[src/inc/pci_pkg.sv]
package pci_pkg;
	localparam int PCI_NPORT = 4;
	localparam int PCI_NPIN = 25;
	localparam int PCI_AW = 4;
	localparam int PCI_DW = 8;
	// pin index map: port a 0..7, port b 8..15, port c 16..23, port e pin 3 is 24
	localparam int PCI_PE3_IDX = 24;
	localparam logic [PCI_NPIN-1:0] PCI_ZERO = 25'h0000000;
	// register offsets
	localparam logic [PCI_AW-1:0] PCI_RISE_A = 4'h0;
	localparam logic [PCI_AW-1:0] PCI_RISE_B = 4'h1;
	localparam logic [PCI_AW-1:0] PCI_RISE_C = 4'h2;
	localparam logic [PCI_AW-1:0] PCI_RISE_E = 4'h3;
	localparam logic [PCI_AW-1:0] PCI_FALL_A = 4'h4;
	localparam logic [PCI_AW-1:0] PCI_FALL_B = 4'h5;
	localparam logic [PCI_AW-1:0] PCI_FALL_C = 4'h6;
	localparam logic [PCI_AW-1:0] PCI_FALL_E = 4'h7;
	localparam logic [PCI_AW-1:0] PCI_FLAG_A = 4'h8;
	localparam logic [PCI_AW-1:0] PCI_FLAG_B = 4'h9;
	localparam logic [PCI_AW-1:0] PCI_FLAG_C = 4'hA;
	localparam logic [PCI_AW-1:0] PCI_FLAG_E = 4'hB;
	localparam logic [PCI_AW-1:0] PCI_MASTER_EN_REG = 4'hC;
	localparam logic [PCI_AW-1:0] PCI_SUMMARY_REG = 4'hD;
	localparam logic [PCI_AW-1:0] PCI_PULLUP = 4'hE;
	// bit positions
	localparam int PCI_PE3_BIT = 3;
	localparam int PCI_MASTER_EN_BIT = 4;
	localparam int PCI_SUMMARY_BIT = 4;
	localparam int PCI_PULLUP_BIT = 3;
	localparam logic [PCI_DW-1:0] PCI_RD_ZERO = 8'h00;
	typedef enum logic [1:0] {PCI_RUN, PCI_SLEEP, PCI_WAKE} pci_pwr_e;
endpackage

[src/inc/pci_edge_if.sv]
`timescale 1ns/1ns
interface pci_edge_if;
	import pci_pkg::*;
	logic [PCI_NPIN-1:0] rise_en;
	logic [PCI_NPIN-1:0] fall_en;
	logic [PCI_NPIN-1:0] edge_hit;
	modport det (input rise_en, input fall_en, output edge_hit);
	modport ctl (output rise_en, output fall_en, input edge_hit);
endinterface

[src/rtl/pci_edge_det.sv]
`timescale 1ns/1ns
module pci_edge_det
	import pci_pkg::*;
(
	// clock and reset
	input wire logic ref_clk,
	input wire logic rst_n,
	// pins and detector results
	input wire logic [PCI_NPIN-1:0] pin_in,
	pci_edge_if.det eif
);
	logic [PCI_NPIN-1:0] sync1_q;
	logic [PCI_NPIN-1:0] sync2_q;
	logic [PCI_NPIN-1:0] prev_q;
	logic [PCI_NPIN-1:0] hit_q;

	always_ff @(posedge ref_clk)
	begin
		if (!rst_n)
		begin
			sync1_q <= PCI_ZERO;
			sync2_q <= PCI_ZERO;
			prev_q <= PCI_ZERO;
		end
		else
		begin
			sync1_q <= pin_in;
			sync2_q <= sync1_q;
			prev_q <= sync2_q;
		end
	end

	genvar gi;
	generate
		for (gi = 0; gi < PCI_NPIN; gi++)
		begin : g_pin
			always_ff @(posedge ref_clk)
			begin
				if (!rst_n)
					hit_q[gi] <= 1'b0;
				else
					hit_q[gi] <= (eif.rise_en[gi] && sync2_q[gi] && !prev_q[gi])
						|| (eif.fall_en[gi] && !sync2_q[gi] && prev_q[gi]);
			end
		end
	endgenerate

	assign eif.edge_hit = hit_q;

	rise_hit_a: assert property (@(posedge ref_clk) disable iff (!rst_n)
		(sync2_q[0] && !prev_q[0] && eif.rise_en[0]) |=> hit_q[0])
		else $error("rising edge missed");
	fall_hit_a: assert property (@(posedge ref_clk) disable iff (!rst_n)
		(!sync2_q[0] && prev_q[0] && eif.fall_en[0]) |=> hit_q[0])
		else $error("falling edge missed");
	no_spurious_a: assert property (@(posedge ref_clk) disable iff (!rst_n)
		(sync2_q == prev_q) |=> (hit_q == PCI_ZERO))
		else $error("edge reported without change");
endmodule

[src/rtl/pci_pin_change.sv]
// Overview of operation
// - detect on ports a, b, c and e pin 3
// - any pin combination may interrupt
// - per-pin rising detector gated by rising enable
// - per-pin falling detector gated by falling enable
// - both enables detect both edge directions
// - edge sets flag; interrupt needs master enable
// - master enable off still updates flags
// - summary flag is OR of all flags
// - writing zero clears; concurrent edge wins
// - wake from sleep only with master enable
// - sleep edge flagged before wake completes
// - port e pin 3 pull-up by enable bit
// - pull-up forced for master clear or programming
`timescale 1ns/1ns
module pci_pin_change
	import pci_pkg::*;
(
	// clock and reset
	input wire logic ref_clk,
	input wire logic rst_n,
	// register port
	input wire logic [PCI_AW-1:0] reg_addr,
	input wire logic [PCI_DW-1:0] reg_wdata,
	input wire logic reg_wr,
	input wire logic reg_rd,
	output logic [PCI_DW-1:0] reg_rdata,
	// pins
	input wire logic [7:0] port_a_in,
	input wire logic [7:0] port_b_in,
	input wire logic [7:0] port_c_in,
	input wire logic port_e_pin_three,
	// configuration and power
	input wire logic master_clear_pin_enable,
	input wire logic low_voltage_program_enable,
	input wire logic sleep_req,
	// outputs
	output logic pin_change_irq,
	output logic wake_req,
	output logic port_e_pin3_pullup_on
);
	pci_edge_if eif();
	logic [PCI_NPIN-1:0] pins;
	logic [PCI_NPIN-1:0] rise_q;
	logic [PCI_NPIN-1:0] fall_q;
	logic [PCI_NPIN-1:0] flag_q;
	logic [PCI_NPIN-1:0] flag_d;
	logic [PCI_NPIN-1:0] wr_mask;
	logic [PCI_NPIN-1:0] wr_val;
	logic master_en_q;
	logic pullup_en_q;
	logic summary;
	logic [PCI_DW-1:0] rd_d;
	pci_pwr_e pwr_q;

	// only the supported pins are wired to detectors
	assign pins = {port_e_pin_three, port_c_in, port_b_in, port_a_in};

	pci_edge_det u_det (
		.ref_clk(ref_clk),
		.rst_n(rst_n),
		.pin_in(pins),
		.eif(eif.det)
	);
	assign eif.rise_en = rise_q;
	assign eif.fall_en = fall_q;

	// per-port byte write decode into a flat pin vector
	function automatic logic [PCI_NPIN-1:0] wr_lanes(input logic [1:0] port);
		logic [PCI_NPIN-1:0] m;
		m = PCI_ZERO;
		case (port)
			2'h0: m[7:0] = 8'hFF;
			2'h1: m[15:8] = 8'hFF;
			2'h2: m[23:16] = 8'hFF;
			default: m[PCI_PE3_IDX] = 1'b1;
		endcase
		return m;
	endfunction

	assign wr_mask = wr_lanes(reg_addr[1:0]);
	assign wr_val = {reg_wdata[PCI_PE3_BIT], reg_wdata, reg_wdata, reg_wdata};

	// edge enables, independent per pin
	always_ff @(posedge ref_clk)
	begin
		if (!rst_n)
		begin
			rise_q <= PCI_ZERO;
			fall_q <= PCI_ZERO;
		end
		else if (reg_wr)
		begin
			if (reg_addr >= PCI_RISE_A && reg_addr <= PCI_RISE_E)
				rise_q <= (rise_q & ~wr_mask) | (wr_val & wr_mask);
			if (reg_addr >= PCI_FALL_A && reg_addr <= PCI_FALL_E)
				fall_q <= (fall_q & ~wr_mask) | (wr_val & wr_mask);
		end
	end

	// sticky flags: writing zero clears, a new edge always wins
	always_comb
	begin
		flag_d = flag_q;
		if (reg_wr && reg_addr >= PCI_FLAG_A && reg_addr <= PCI_FLAG_E)
			flag_d = flag_q & ~(wr_mask & ~wr_val);
		flag_d = flag_d | eif.edge_hit;
	end

	always_ff @(posedge ref_clk)
	begin
		if (!rst_n)
			flag_q <= PCI_ZERO;
		else
			flag_q <= flag_d;
	end

	always_ff @(posedge ref_clk)
	begin
		if (!rst_n)
		begin
			master_en_q <= 1'b0;
			pullup_en_q <= 1'b0;
		end
		else if (reg_wr)
		begin
			if (reg_addr == PCI_MASTER_EN_REG)
				master_en_q <= reg_wdata[PCI_MASTER_EN_BIT];
			if (reg_addr == PCI_PULLUP)
				pullup_en_q <= reg_wdata[PCI_PULLUP_BIT];
		end
	end

	assign summary = |flag_q;

	// interrupt is gated only by the master enable
	always_ff @(posedge ref_clk)
	begin
		if (!rst_n)
			pin_change_irq <= 1'b0;
		else
			pin_change_irq <= master_en_q && (|flag_d);
	end

	// sleep state: wake only when master enable is set
	always_ff @(posedge ref_clk)
	begin
		if (!rst_n)
		begin
			pwr_q <= PCI_RUN;
			wake_req <= 1'b0;
		end
		else
		begin
			wake_req <= 1'b0;
			case (pwr_q)
				PCI_RUN:
					if (sleep_req)
						pwr_q <= PCI_SLEEP;
				PCI_SLEEP:
					if (master_en_q && (|flag_q))
					begin
						pwr_q <= PCI_WAKE;
						wake_req <= 1'b1;
					end
				PCI_WAKE:
					pwr_q <= PCI_RUN;
				default:
					pwr_q <= PCI_RUN;
			endcase
		end
	end

	// pull-up forced on for master clear or low-voltage programming
	always_ff @(posedge ref_clk)
	begin
		if (!rst_n)
			port_e_pin3_pullup_on <= 1'b0;
		else
			port_e_pin3_pullup_on <= pullup_en_q || low_voltage_program_enable
				|| master_clear_pin_enable;
	end

	// read mux, data one cycle after strobe
	always_comb
	begin
		rd_d = PCI_RD_ZERO;
		case (reg_addr)
			PCI_RISE_A: rd_d = rise_q[7:0];
			PCI_RISE_B: rd_d = rise_q[15:8];
			PCI_RISE_C: rd_d = rise_q[23:16];
			PCI_RISE_E: rd_d[PCI_PE3_BIT] = rise_q[PCI_PE3_IDX];
			PCI_FALL_A: rd_d = fall_q[7:0];
			PCI_FALL_B: rd_d = fall_q[15:8];
			PCI_FALL_C: rd_d = fall_q[23:16];
			PCI_FALL_E: rd_d[PCI_PE3_BIT] = fall_q[PCI_PE3_IDX];
			PCI_FLAG_A: rd_d = flag_q[7:0];
			PCI_FLAG_B: rd_d = flag_q[15:8];
			PCI_FLAG_C: rd_d = flag_q[23:16];
			PCI_FLAG_E: rd_d[PCI_PE3_BIT] = flag_q[PCI_PE3_IDX];
			PCI_MASTER_EN_REG: rd_d[PCI_MASTER_EN_BIT] = master_en_q;
			PCI_SUMMARY_REG: rd_d[PCI_SUMMARY_BIT] = summary;
			PCI_PULLUP: rd_d[PCI_PULLUP_BIT] = pullup_en_q;
			default: rd_d = PCI_RD_ZERO;
		endcase
	end

	always_ff @(posedge ref_clk)
	begin
		if (!rst_n)
			reg_rdata <= PCI_RD_ZERO;
		else if (reg_rd)
			reg_rdata <= rd_d;
		else
			reg_rdata <= PCI_RD_ZERO;
	end

	flag_set_a: assert property (@(posedge ref_clk) disable iff (!rst_n)
		eif.edge_hit[0] |=> flag_q[0])
		else $error("edge did not set flag");
	set_wins_a: assert property (@(posedge ref_clk) disable iff (!rst_n)
		(eif.edge_hit[8] && reg_wr && reg_addr == PCI_FLAG_B && !reg_wdata[0]) |=> flag_q[8])
		else $error("clear beat a new edge");
	flag_clear_a: assert property (@(posedge ref_clk) disable iff (!rst_n)
		(!eif.edge_hit[16] && reg_wr && reg_addr == PCI_FLAG_C && !reg_wdata[0]) |=> !flag_q[16])
		else $error("flag not cleared by zero write");
	flag_sticky_a: assert property (@(posedge ref_clk) disable iff (!rst_n)
		(flag_q[1] && !(reg_wr && reg_addr == PCI_FLAG_A)) |=> flag_q[1])
		else $error("flag dropped by itself");
	irq_gate_a: assert property (@(posedge ref_clk) disable iff (!rst_n)
		!master_en_q |=> !pin_change_irq)
		else $error("interrupt without master enable");
	irq_raise_a: assert property (@(posedge ref_clk) disable iff (!rst_n)
		(master_en_q && |flag_q && $stable(master_en_q)
		&& !(reg_wr && reg_addr >= PCI_FLAG_A && reg_addr <= PCI_FLAG_E)) |=> pin_change_irq)
		else $error("interrupt missing");
	wake_gate_a: assert property (@(posedge ref_clk) disable iff (!rst_n)
		wake_req |-> ($past(master_en_q) && $past(summary)))
		else $error("wake without enable or flag");
	pullup_force_a: assert property (@(posedge ref_clk) disable iff (!rst_n)
		(low_voltage_program_enable || master_clear_pin_enable) |=> port_e_pin3_pullup_on)
		else $error("pull-up not forced");
	pullup_on_a: assert property (@(posedge ref_clk) disable iff (!rst_n)
		pullup_en_q |=> port_e_pin3_pullup_on)
		else $error("pull-up enable ignored");
	pullup_off_a: assert property (@(posedge ref_clk) disable iff (!rst_n)
		(!pullup_en_q && !low_voltage_program_enable && !master_clear_pin_enable)
		|=> !port_e_pin3_pullup_on)
		else $error("pull-up on without cause");
	wake_off_a: assert property (@(posedge ref_clk) disable iff (!rst_n)
		!master_en_q |=> !wake_req)
		else $error("wake without master enable");
	reset_clear_a: assert property (@(posedge ref_clk)
		!rst_n |=> (flag_q == PCI_ZERO && rise_q == PCI_ZERO && fall_q == PCI_ZERO && !master_en_q))
		else $error("reset left state behind");
	rdata_idle_a: assert property (@(posedge ref_clk) disable iff (!rst_n)
		!reg_rd |=> (reg_rdata == PCI_RD_ZERO))
		else $error("read data outside read slot");
endmodule

[config.mk]
export PLATFORM = sky130hd
export DESIGN_NAME = pci_pin_change
export DESIGN_NICKNAME = d
export VERILOG_FILES = /design/src/inc/pci_pkg.sv /design/src/inc/pci_edge_if.sv /design/src/rtl/pci_edge_det.sv /design/src/rtl/pci_pin_change.sv
export SDC_FILE = /design/constraint.sdc
export NUM_CORES = 1
export LEC_CHECK = 0
export ABC_AREA = 1
export BUFFER_PORTS_ARGS = -buffer_cell sky130_fd_sc_hd__buf_4
export CAP_MARGIN = 5
export CORE_MARGIN = 2
export CORE_UTILIZATION = 25
export CTS_BUF_LIST = sky130_fd_sc_hd__clkbuf_4
export CTS_CLUSTER_DIAMETER = 30
export DETAILED_ROUTE_END_ITERATION = 7
export PLACE_DENSITY = 0.44
export SLEW_MARGIN = 20
export SYNTH_ARGS = -nofsm -noshare
export SYNTH_HDL_FRONTEND = slang
export SYNTH_SLANG_ARGS = --single-unit
export TNS_END_PERCENT = 20
[constraint.sdc]
create_clock -name ref_clk -period 4.1 [get_ports ref_clk]
set_input_delay 0.41 -clock ref_clk [delete_from_list [all_inputs] [get_ports ref_clk]]
set_output_delay 0.41 -clock ref_clk [all_outputs]
set_load 0.02 [all_outputs]
Yosys cells after proc, flatten, opt, wreduce, memory -nomap -nowiden --
Cells that the tools add are included.
Cells by class: mux-type cells 13, reduce and logical (&&, ||, !) cells 196, bitwise logic cells 11, equal/unequal tests 19, magnitude comparators 6
Operators with widths (count):
- 25-bit AND | 5
- 1-bit logical AND | 106
- 25-bit NOT | 3
- 25-bit OR | 3
- 3-bit case mux with 9 select lines | 2
- 1-bit zero test | 50
- 25-bit OR reduction | 2
- 4-bit == test (second input constant) | 7
- 1-bit logical OR | 27
- 25-bit two-way mux | 1
- 8-bit two-way mux | 3
- 4-bit by 3-bit == test with 1-bit output (second input constant) | 4
- 2-bit AND reduction | 7
- 1-bit case mux with 13 select lines | 1
- 1-bit case mux with 11 select lines | 1
- 4-bit by 2-bit == test with 1-bit output (second input constant) | 2
- 2-bit by 1-bit == test with 1-bit output (second input constant) | 2
- 4-bit by 1-bit == test with 1-bit output (second input constant) | 1
- 4-bit by 1-bit greater-or-equal comparator with 1-bit output (second input constant) | 1
- 4-bit by 3-bit greater-or-equal comparator with 1-bit output (second input constant) | 1
- 4-bit greater-or-equal comparator (second input constant) | 1
- 4-bit by 2-bit less-or-equal comparator with 1-bit output (second input constant) | 1
- 4-bit by 3-bit less-or-equal comparator with 1-bit output (second input constant) | 1
- 4-bit less-or-equal comparator (second input constant) | 1
- 8 further kinds | 12
Word-level totals: output and inout bits 11, flip-flop bits (word level) 190, bits of input ports 44

Logic depth before layout (Yosys ltp) --
depth after elaboration 10, depth in mapped cells 14

Hierarchy --
From an unflattened synthesis, not the netlist that was laid out.
Unflattened totals: cells, all modules 925, area, all modules 7249.5 µm²
Modules (own cells, without submodules):
- pci_pin_change | times used 1, cells each 541, area each 4030.1 µm², seq. area each 1801.7 µm²
- pci_edge_det | times used 1, cells each 384, area each 3219.3 µm², seq. area each 2001.9 µm²

Least setup slack after synthesis --
OpenSTA, ideal clock, no wires.
path kind input to register, start point in reg_addr[1], end point reg pin_change_irq, cell stages on the path 12, setup slack 2.488 ns, buffers on the path 2, arrival time 1.500 ns, required time 3.989 ns, setup time 0.111 ns, cells stage by stage buf_2 inv_2 nand2_1 nor2_4 buf_6 nand2_1 a21oi_1 nand2_1 nor2_1 nand2_1 nor2_1 nor2_1
On the way: word-level cells in the longest chain between the ends 10
RTL lines:
- start: declaration | RTL line pci_pin_change.sv:23 | input wire logic [PCI_AW-1:0] reg_addr,
- 2-bit == test, or another cell as far along | RTL line pci_pin_change.sv:72 | case (port)
- 3-bit OR reduction (no line)
- 1-bit two-way mux | RTL line pci_pin_change.sv:72
- 25-bit AND | RTL line pci_pin_change.sv:106 | flag_d = flag_q & ~(wr_mask & ~wr_val);
- 25-bit NOT | RTL line pci_pin_change.sv:106
- 25-bit AND | RTL line pci_pin_change.sv:106
- 25-bit two-way mux * | RTL line pci_pin_change.sv:105 | if (reg_wr && reg_addr >= PCI_FLAG_A && reg_addr <= PCI_FLAG_E)
- 25-bit OR * | RTL line pci_pin_change.sv:107 | flag_d = flag_d | eif.edge_hit;
- 25-bit OR reduction * | RTL line pci_pin_change.sv:142 | pin_change_irq <= master_en_q && (|flag_d);
- 1-bit logical AND * | RTL line pci_pin_change.sv:142
- end signal: assignment | RTL line pci_pin_change.sv:142
- end: declaration | RTL line pci_pin_change.sv:38 | output logic pin_change_irq,
Every way passes the cells marked *; elsewhere a longest branch is shown, timed or not. A chain may end at the register's enable or synchronous reset.

==> results.rst <==
.. list-table::
   :header-rows: 1

   * - Metric
     - Value
   * - FF-to-FF setup slack
     - 2.45 ns
   * - Commonest non-fill, non-tap cell in the layout
     - sky130_fd_sc_hd__dfxtp_1
   * - Detail Placement HPWL
     - 16.0 mm
   * - Worst Reg-to-Reg Cells
     - 6
   * - Simple-gate portion of the synthesized area
     - 0.216
   * - Count of flip-flops with a built-in enable after synthesis
     - 0
   * - Filler instances
     - between 3000 and 4000
   * - Post-CTS Repair Setup Buffers
     - 0
   * - Crit path DAT
     - roughly 2.6 ns
   * - CTS Buf Count
     - 17
   * - Post-DR vias/cell
     - roughly 4.5
   * - Slew @ Worst Pin
     - around 1.1 ns
   * - Total number of vias
     - between 5000 and 6000
   * - Shortest clock period the worst path allows after layout
     - 2.11 ns
   * - Top cells by area in the synthesized netlist
     - sky130_fd_sc_hd__dfxtp_1 (54%), sky130_fd_sc_hd__nand2_1 (9.4%), sky130_fd_sc_hd__inv_1 (7.6%)
   * - Beginning of the critical path
     - reg_addr[1]
   * - Worst-case clock buffer depth
     - 2
   * - Final worst clock skew
     - around 0.027 ns
   * - Most used DFF post-synth
     - sky130_fd_sc_hd__dfxtp_1
   * - Post-synthesis mux area share
     - 0
   * - Residual overflow from global routing
     - 0
   * - Critical hold path startpoint
     - master_clear_pin_enable
   * - Dominant combinational cell family by area after synthesis
     - simple AND/OR/NAND/NOR gates
   * - Clock slew at reported path FFs
     - approximately 0.18 ns
   * - Nets
     - 991
   * - Number of global-route vias before repair
     - between 5000 and 6000
   * - Mapped Avg Cell Area
     - approximately 8.0 um2
   * - Starting density of the core
     - 0.254
   * - Worst r2r dst
     - reg_rdata[4]$_SDFF_PN0_
   * - Clock tree from TritonCTS
     - done
   * - Leakage
     - approximately 3.7 nW
   * - Die outline area
     - ~0.030 mm2
   * - Maximum clock frequency
     - approximately 0.47 GHz
   * - Number of antenna violations at the first check in global routing
     - 1
   * - Number of buffer cells added on primary ports
     - 54
   * - Synth area leader
     - sky130_fd_sc_hd__dfxtp_1
   * - Remaining max-slew budget at the tightest pin
     - 0.262
   * - Number of warnings reported in the yosys synthesis log
     - 0
   * - Adder-cell share of the synthesized area
     - 0
   * - Unrepaired setup endpoints after global routing
     - false
   * - Run status
     - complete, no violations
   * - Maximum Capacitance Violations
     - 0
   * - Pin count of the biggest net entering global routing
     - 44
   * - Sum of met2 wire segment lengths after detailed routing
     - ~10 mm
   * - Required time worst endpoint
     - 4.60 ns
   * - Layout overhead on the synthesized area
     - 18.8%
   * - Worst-path maximum fanout
     - 11
   * - Worst setup path class
     - in2reg
   * - Number of pins with negative max-slew slack in the final report
     - 0
   * - Area used by sequential logic in the layout
     - between 0.003 and 0.004 mm2
   * - Number of iterations in the first detailed-routing pass
     - 5
   * - Count of unresolved DRC violations after routing
     - 0
   * - Share of synthesized area occupied by flip-flops and latches
     - 0.539
   * - Footprint of the multi-input gates
     - between 0.002 and 0.003 mm2
   * - Pwr per Cell Area
     - 393 mW/mm2
   * - Commonest non-fill, non-tap cells in the layout
     - sky130_fd_sc_hd__dfxtp_1 (190), sky130_fd_sc_hd__nand2_1 (177), sky130_fd_sc_hd__inv_1 (143)
   * - Hold Vio Cnt, Final
     - 0
   * - Crit Reg-Reg Startpoint
     - flag_q[9]$_SDFF_PN0_
   * - Net count after synthesis
     - roughly 920
   * - Setup tns final
     - 0 ns
   * - Endpoints failing setup
     - 0
   * - Wire length of the first global-routing pass
     - 33.0 mm
   * - Distinct cell type count after synthesis
     - 34
   * - Skew-Pair Late Insertion Delay
     - 0.61 ns
   * - Ys async rst share
     - 0
   * - Site Rows
     - a little over 60
   * - Count of nets left with antenna violations after detail routing
     - 0
   * - Gpl congestion
     - around 0.9
   * - Share of cells above drive strength 1
     - 0.119
   * - Total wire length
     - roughly 22 mm
   * - Number of H-tree levels
     - 4
   * - Master cell of the clock root buffer
     - sky130_fd_sc_hd__clkbuf_4
   * - Final period util
     - 0.516
   * - Top routing layer used
     - met4
   * - Ports placed on the boundary
     - 55
   * - Routed len/inst
     - between 15 and 20 um
   * - Peak supply drop
     - 140 uV
   * - Type of element launching the critical path
     - primary input
   * - Summed instance area of the synthesized netlist
     - 0.00705 mm2
   * - Worst Hold Class
     - in2reg
   * - Met1 layer wirelength in the final routing
     - between 10 and 15 mm
   * - Type of destination of the critical path
     - flip-flop
   * - Number of DRC markers in iteration 0
     - between 500 and 600
   * - Placeable core region
     - roughly 0.028 mm2
   * - GRT Overall Usage
     - 0.153
   * - Complex-gate fraction of the synthesized area
     - 0.142
   * - Xor and xnor fraction of the mapped netlist area
     - 0
   * - Hold WS
     - 0.0594 ns
   * - Met3 wire length
     - approximately 1.1 mm
   * - Die boundary height
     - 172 um
   * - Number of clock sinks seen by CTS
     - 190
   * - Post-synthesis cell count
     - approximately 880
   * - Synth top area share
     - 0.539
   * - Yosys reg bits
     - 190
   * - Die W
     - approximately 170 um
-- synthesized netlist by cell type, types with 5 or more instances --
cell                         n
sky130_fd_sc_hd__o41ai_1     7
sky130_fd_sc_hd__inv_2       8
sky130_fd_sc_hd__o31ai_1    18
sky130_fd_sc_hd__a221oi_1   16
sky130_fd_sc_hd__dfxtp_1   190
sky130_fd_sc_hd__nor3_1     10
sky130_fd_sc_hd__nor4_1      8
sky130_fd_sc_hd__a21oi_1    61
sky130_fd_sc_hd__buf_2       6
sky130_fd_sc_hd__inv_1     143
sky130_fd_sc_hd__nand2_1   177
sky130_fd_sc_hd__o21ai_1     5
sky130_fd_sc_hd__nor2_4      9
sky130_fd_sc_hd__nor2_1     63
sky130_fd_sc_hd__nand3_1    64
sky130_fd_sc_hd__a211oi_1    8
sky130_fd_sc_hd__o21ai_0    30
sky130_fd_sc_hd__clkbuf_1   17
sky130_fd_sc_hd__o22ai_1     6
-- report_power, final --
| group | switching [mW] | internal [mW] | leakage (nW) |
|---|---|---|---|
| Sequential | 0.0194 | 1.89 | 1.55 |
| Clock | 0.709 | 0.446 | 0.172 |
| Combinational | 0.151 | 0.0800 | 1.97 |
| Total | 0.879 | 2.42 | 3.69 |
-- per-layer routing --
| metal | GRT usage | vias up |
|---|---|---|
| met4 | 0.0449 | 0 |
| li1 | - | 2981 |
| met2 | 0.240 | 170 |
| met1 | 0.214 | 2787 |
| met5 | 0 | - |
| met3 | 0.0284 | 30 |
-- worst min-delay path by stage --
stage                                  endpoint  cells past startpoint
5_1_grt        port_e_pin3_pullup_on$_SDFF_PN0_                      3
6_report       port_e_pin3_pullup_on$_SDFF_PN0_                      3
4_1_cts        port_e_pin3_pullup_on$_SDFF_PN0_                      3
3_5_place_dp       u_det.sync2_q[10]$_SDFF_PN0_                      2
3_3_place_gp       u_det.sync2_q[14]$_SDFF_PN0_                      2
2_1_floorplan       u_det.sync2_q[0]$_SDFF_PN0_                      2
-- stage by stage --
stage	worst slack [ns]	util	total power, mW	cells	area (um2)
global route	1.90	0.302	3.43	1339	8380
detailed placement	1.40	0.281	2.16	1281	7800
global placement	1.39	0.281	2.16	1281	7800
CTS	2.03	0.302	3.34	1338	8380
finish	1.99	0.302	3.30	1339	8380
floorplan	2.49	-	2.06	878	7050
-- cell families after synthesis --
family,count (synthesis)
buffers and inverters,183
DFF,190
and+or+nand+nor,343
AOI/OAI and AO/OA,162
-- what timing repair did --
| item | 4_1_cts | 5_1_grt |
|---|---|---|
| hold endpoints to repair | 25 | 0 |
| hold buffers | 25 | 0 |
| gates resized for setup | 0 | 0 |
-- worst max-delay path, stage by stage --
cell	delay, ns
sky130_fd_sc_hd__buf_4	0.14
sky130_fd_sc_hd__nor2_1	0.83
sky130_fd_sc_hd__nand2_2	0.36
sky130_fd_sc_hd__inv_2	0.27
sky130_fd_sc_hd__nand2_1	0.25
sky130_fd_sc_hd__a221oi_1	0.33
-- area by class of cell --
type,instances,share of cell area
diodes,1,0.000299
clock buffers,17,0.0152
clock inverters,15,0.0240
inverters,151,0.0678
multi-input cells,505,0.301
flip-flops and latches,190,0.454
well taps,378,0.0564
repair buffers,82,0.0809
No activity file was read; power rests on OpenSTA's default activity.
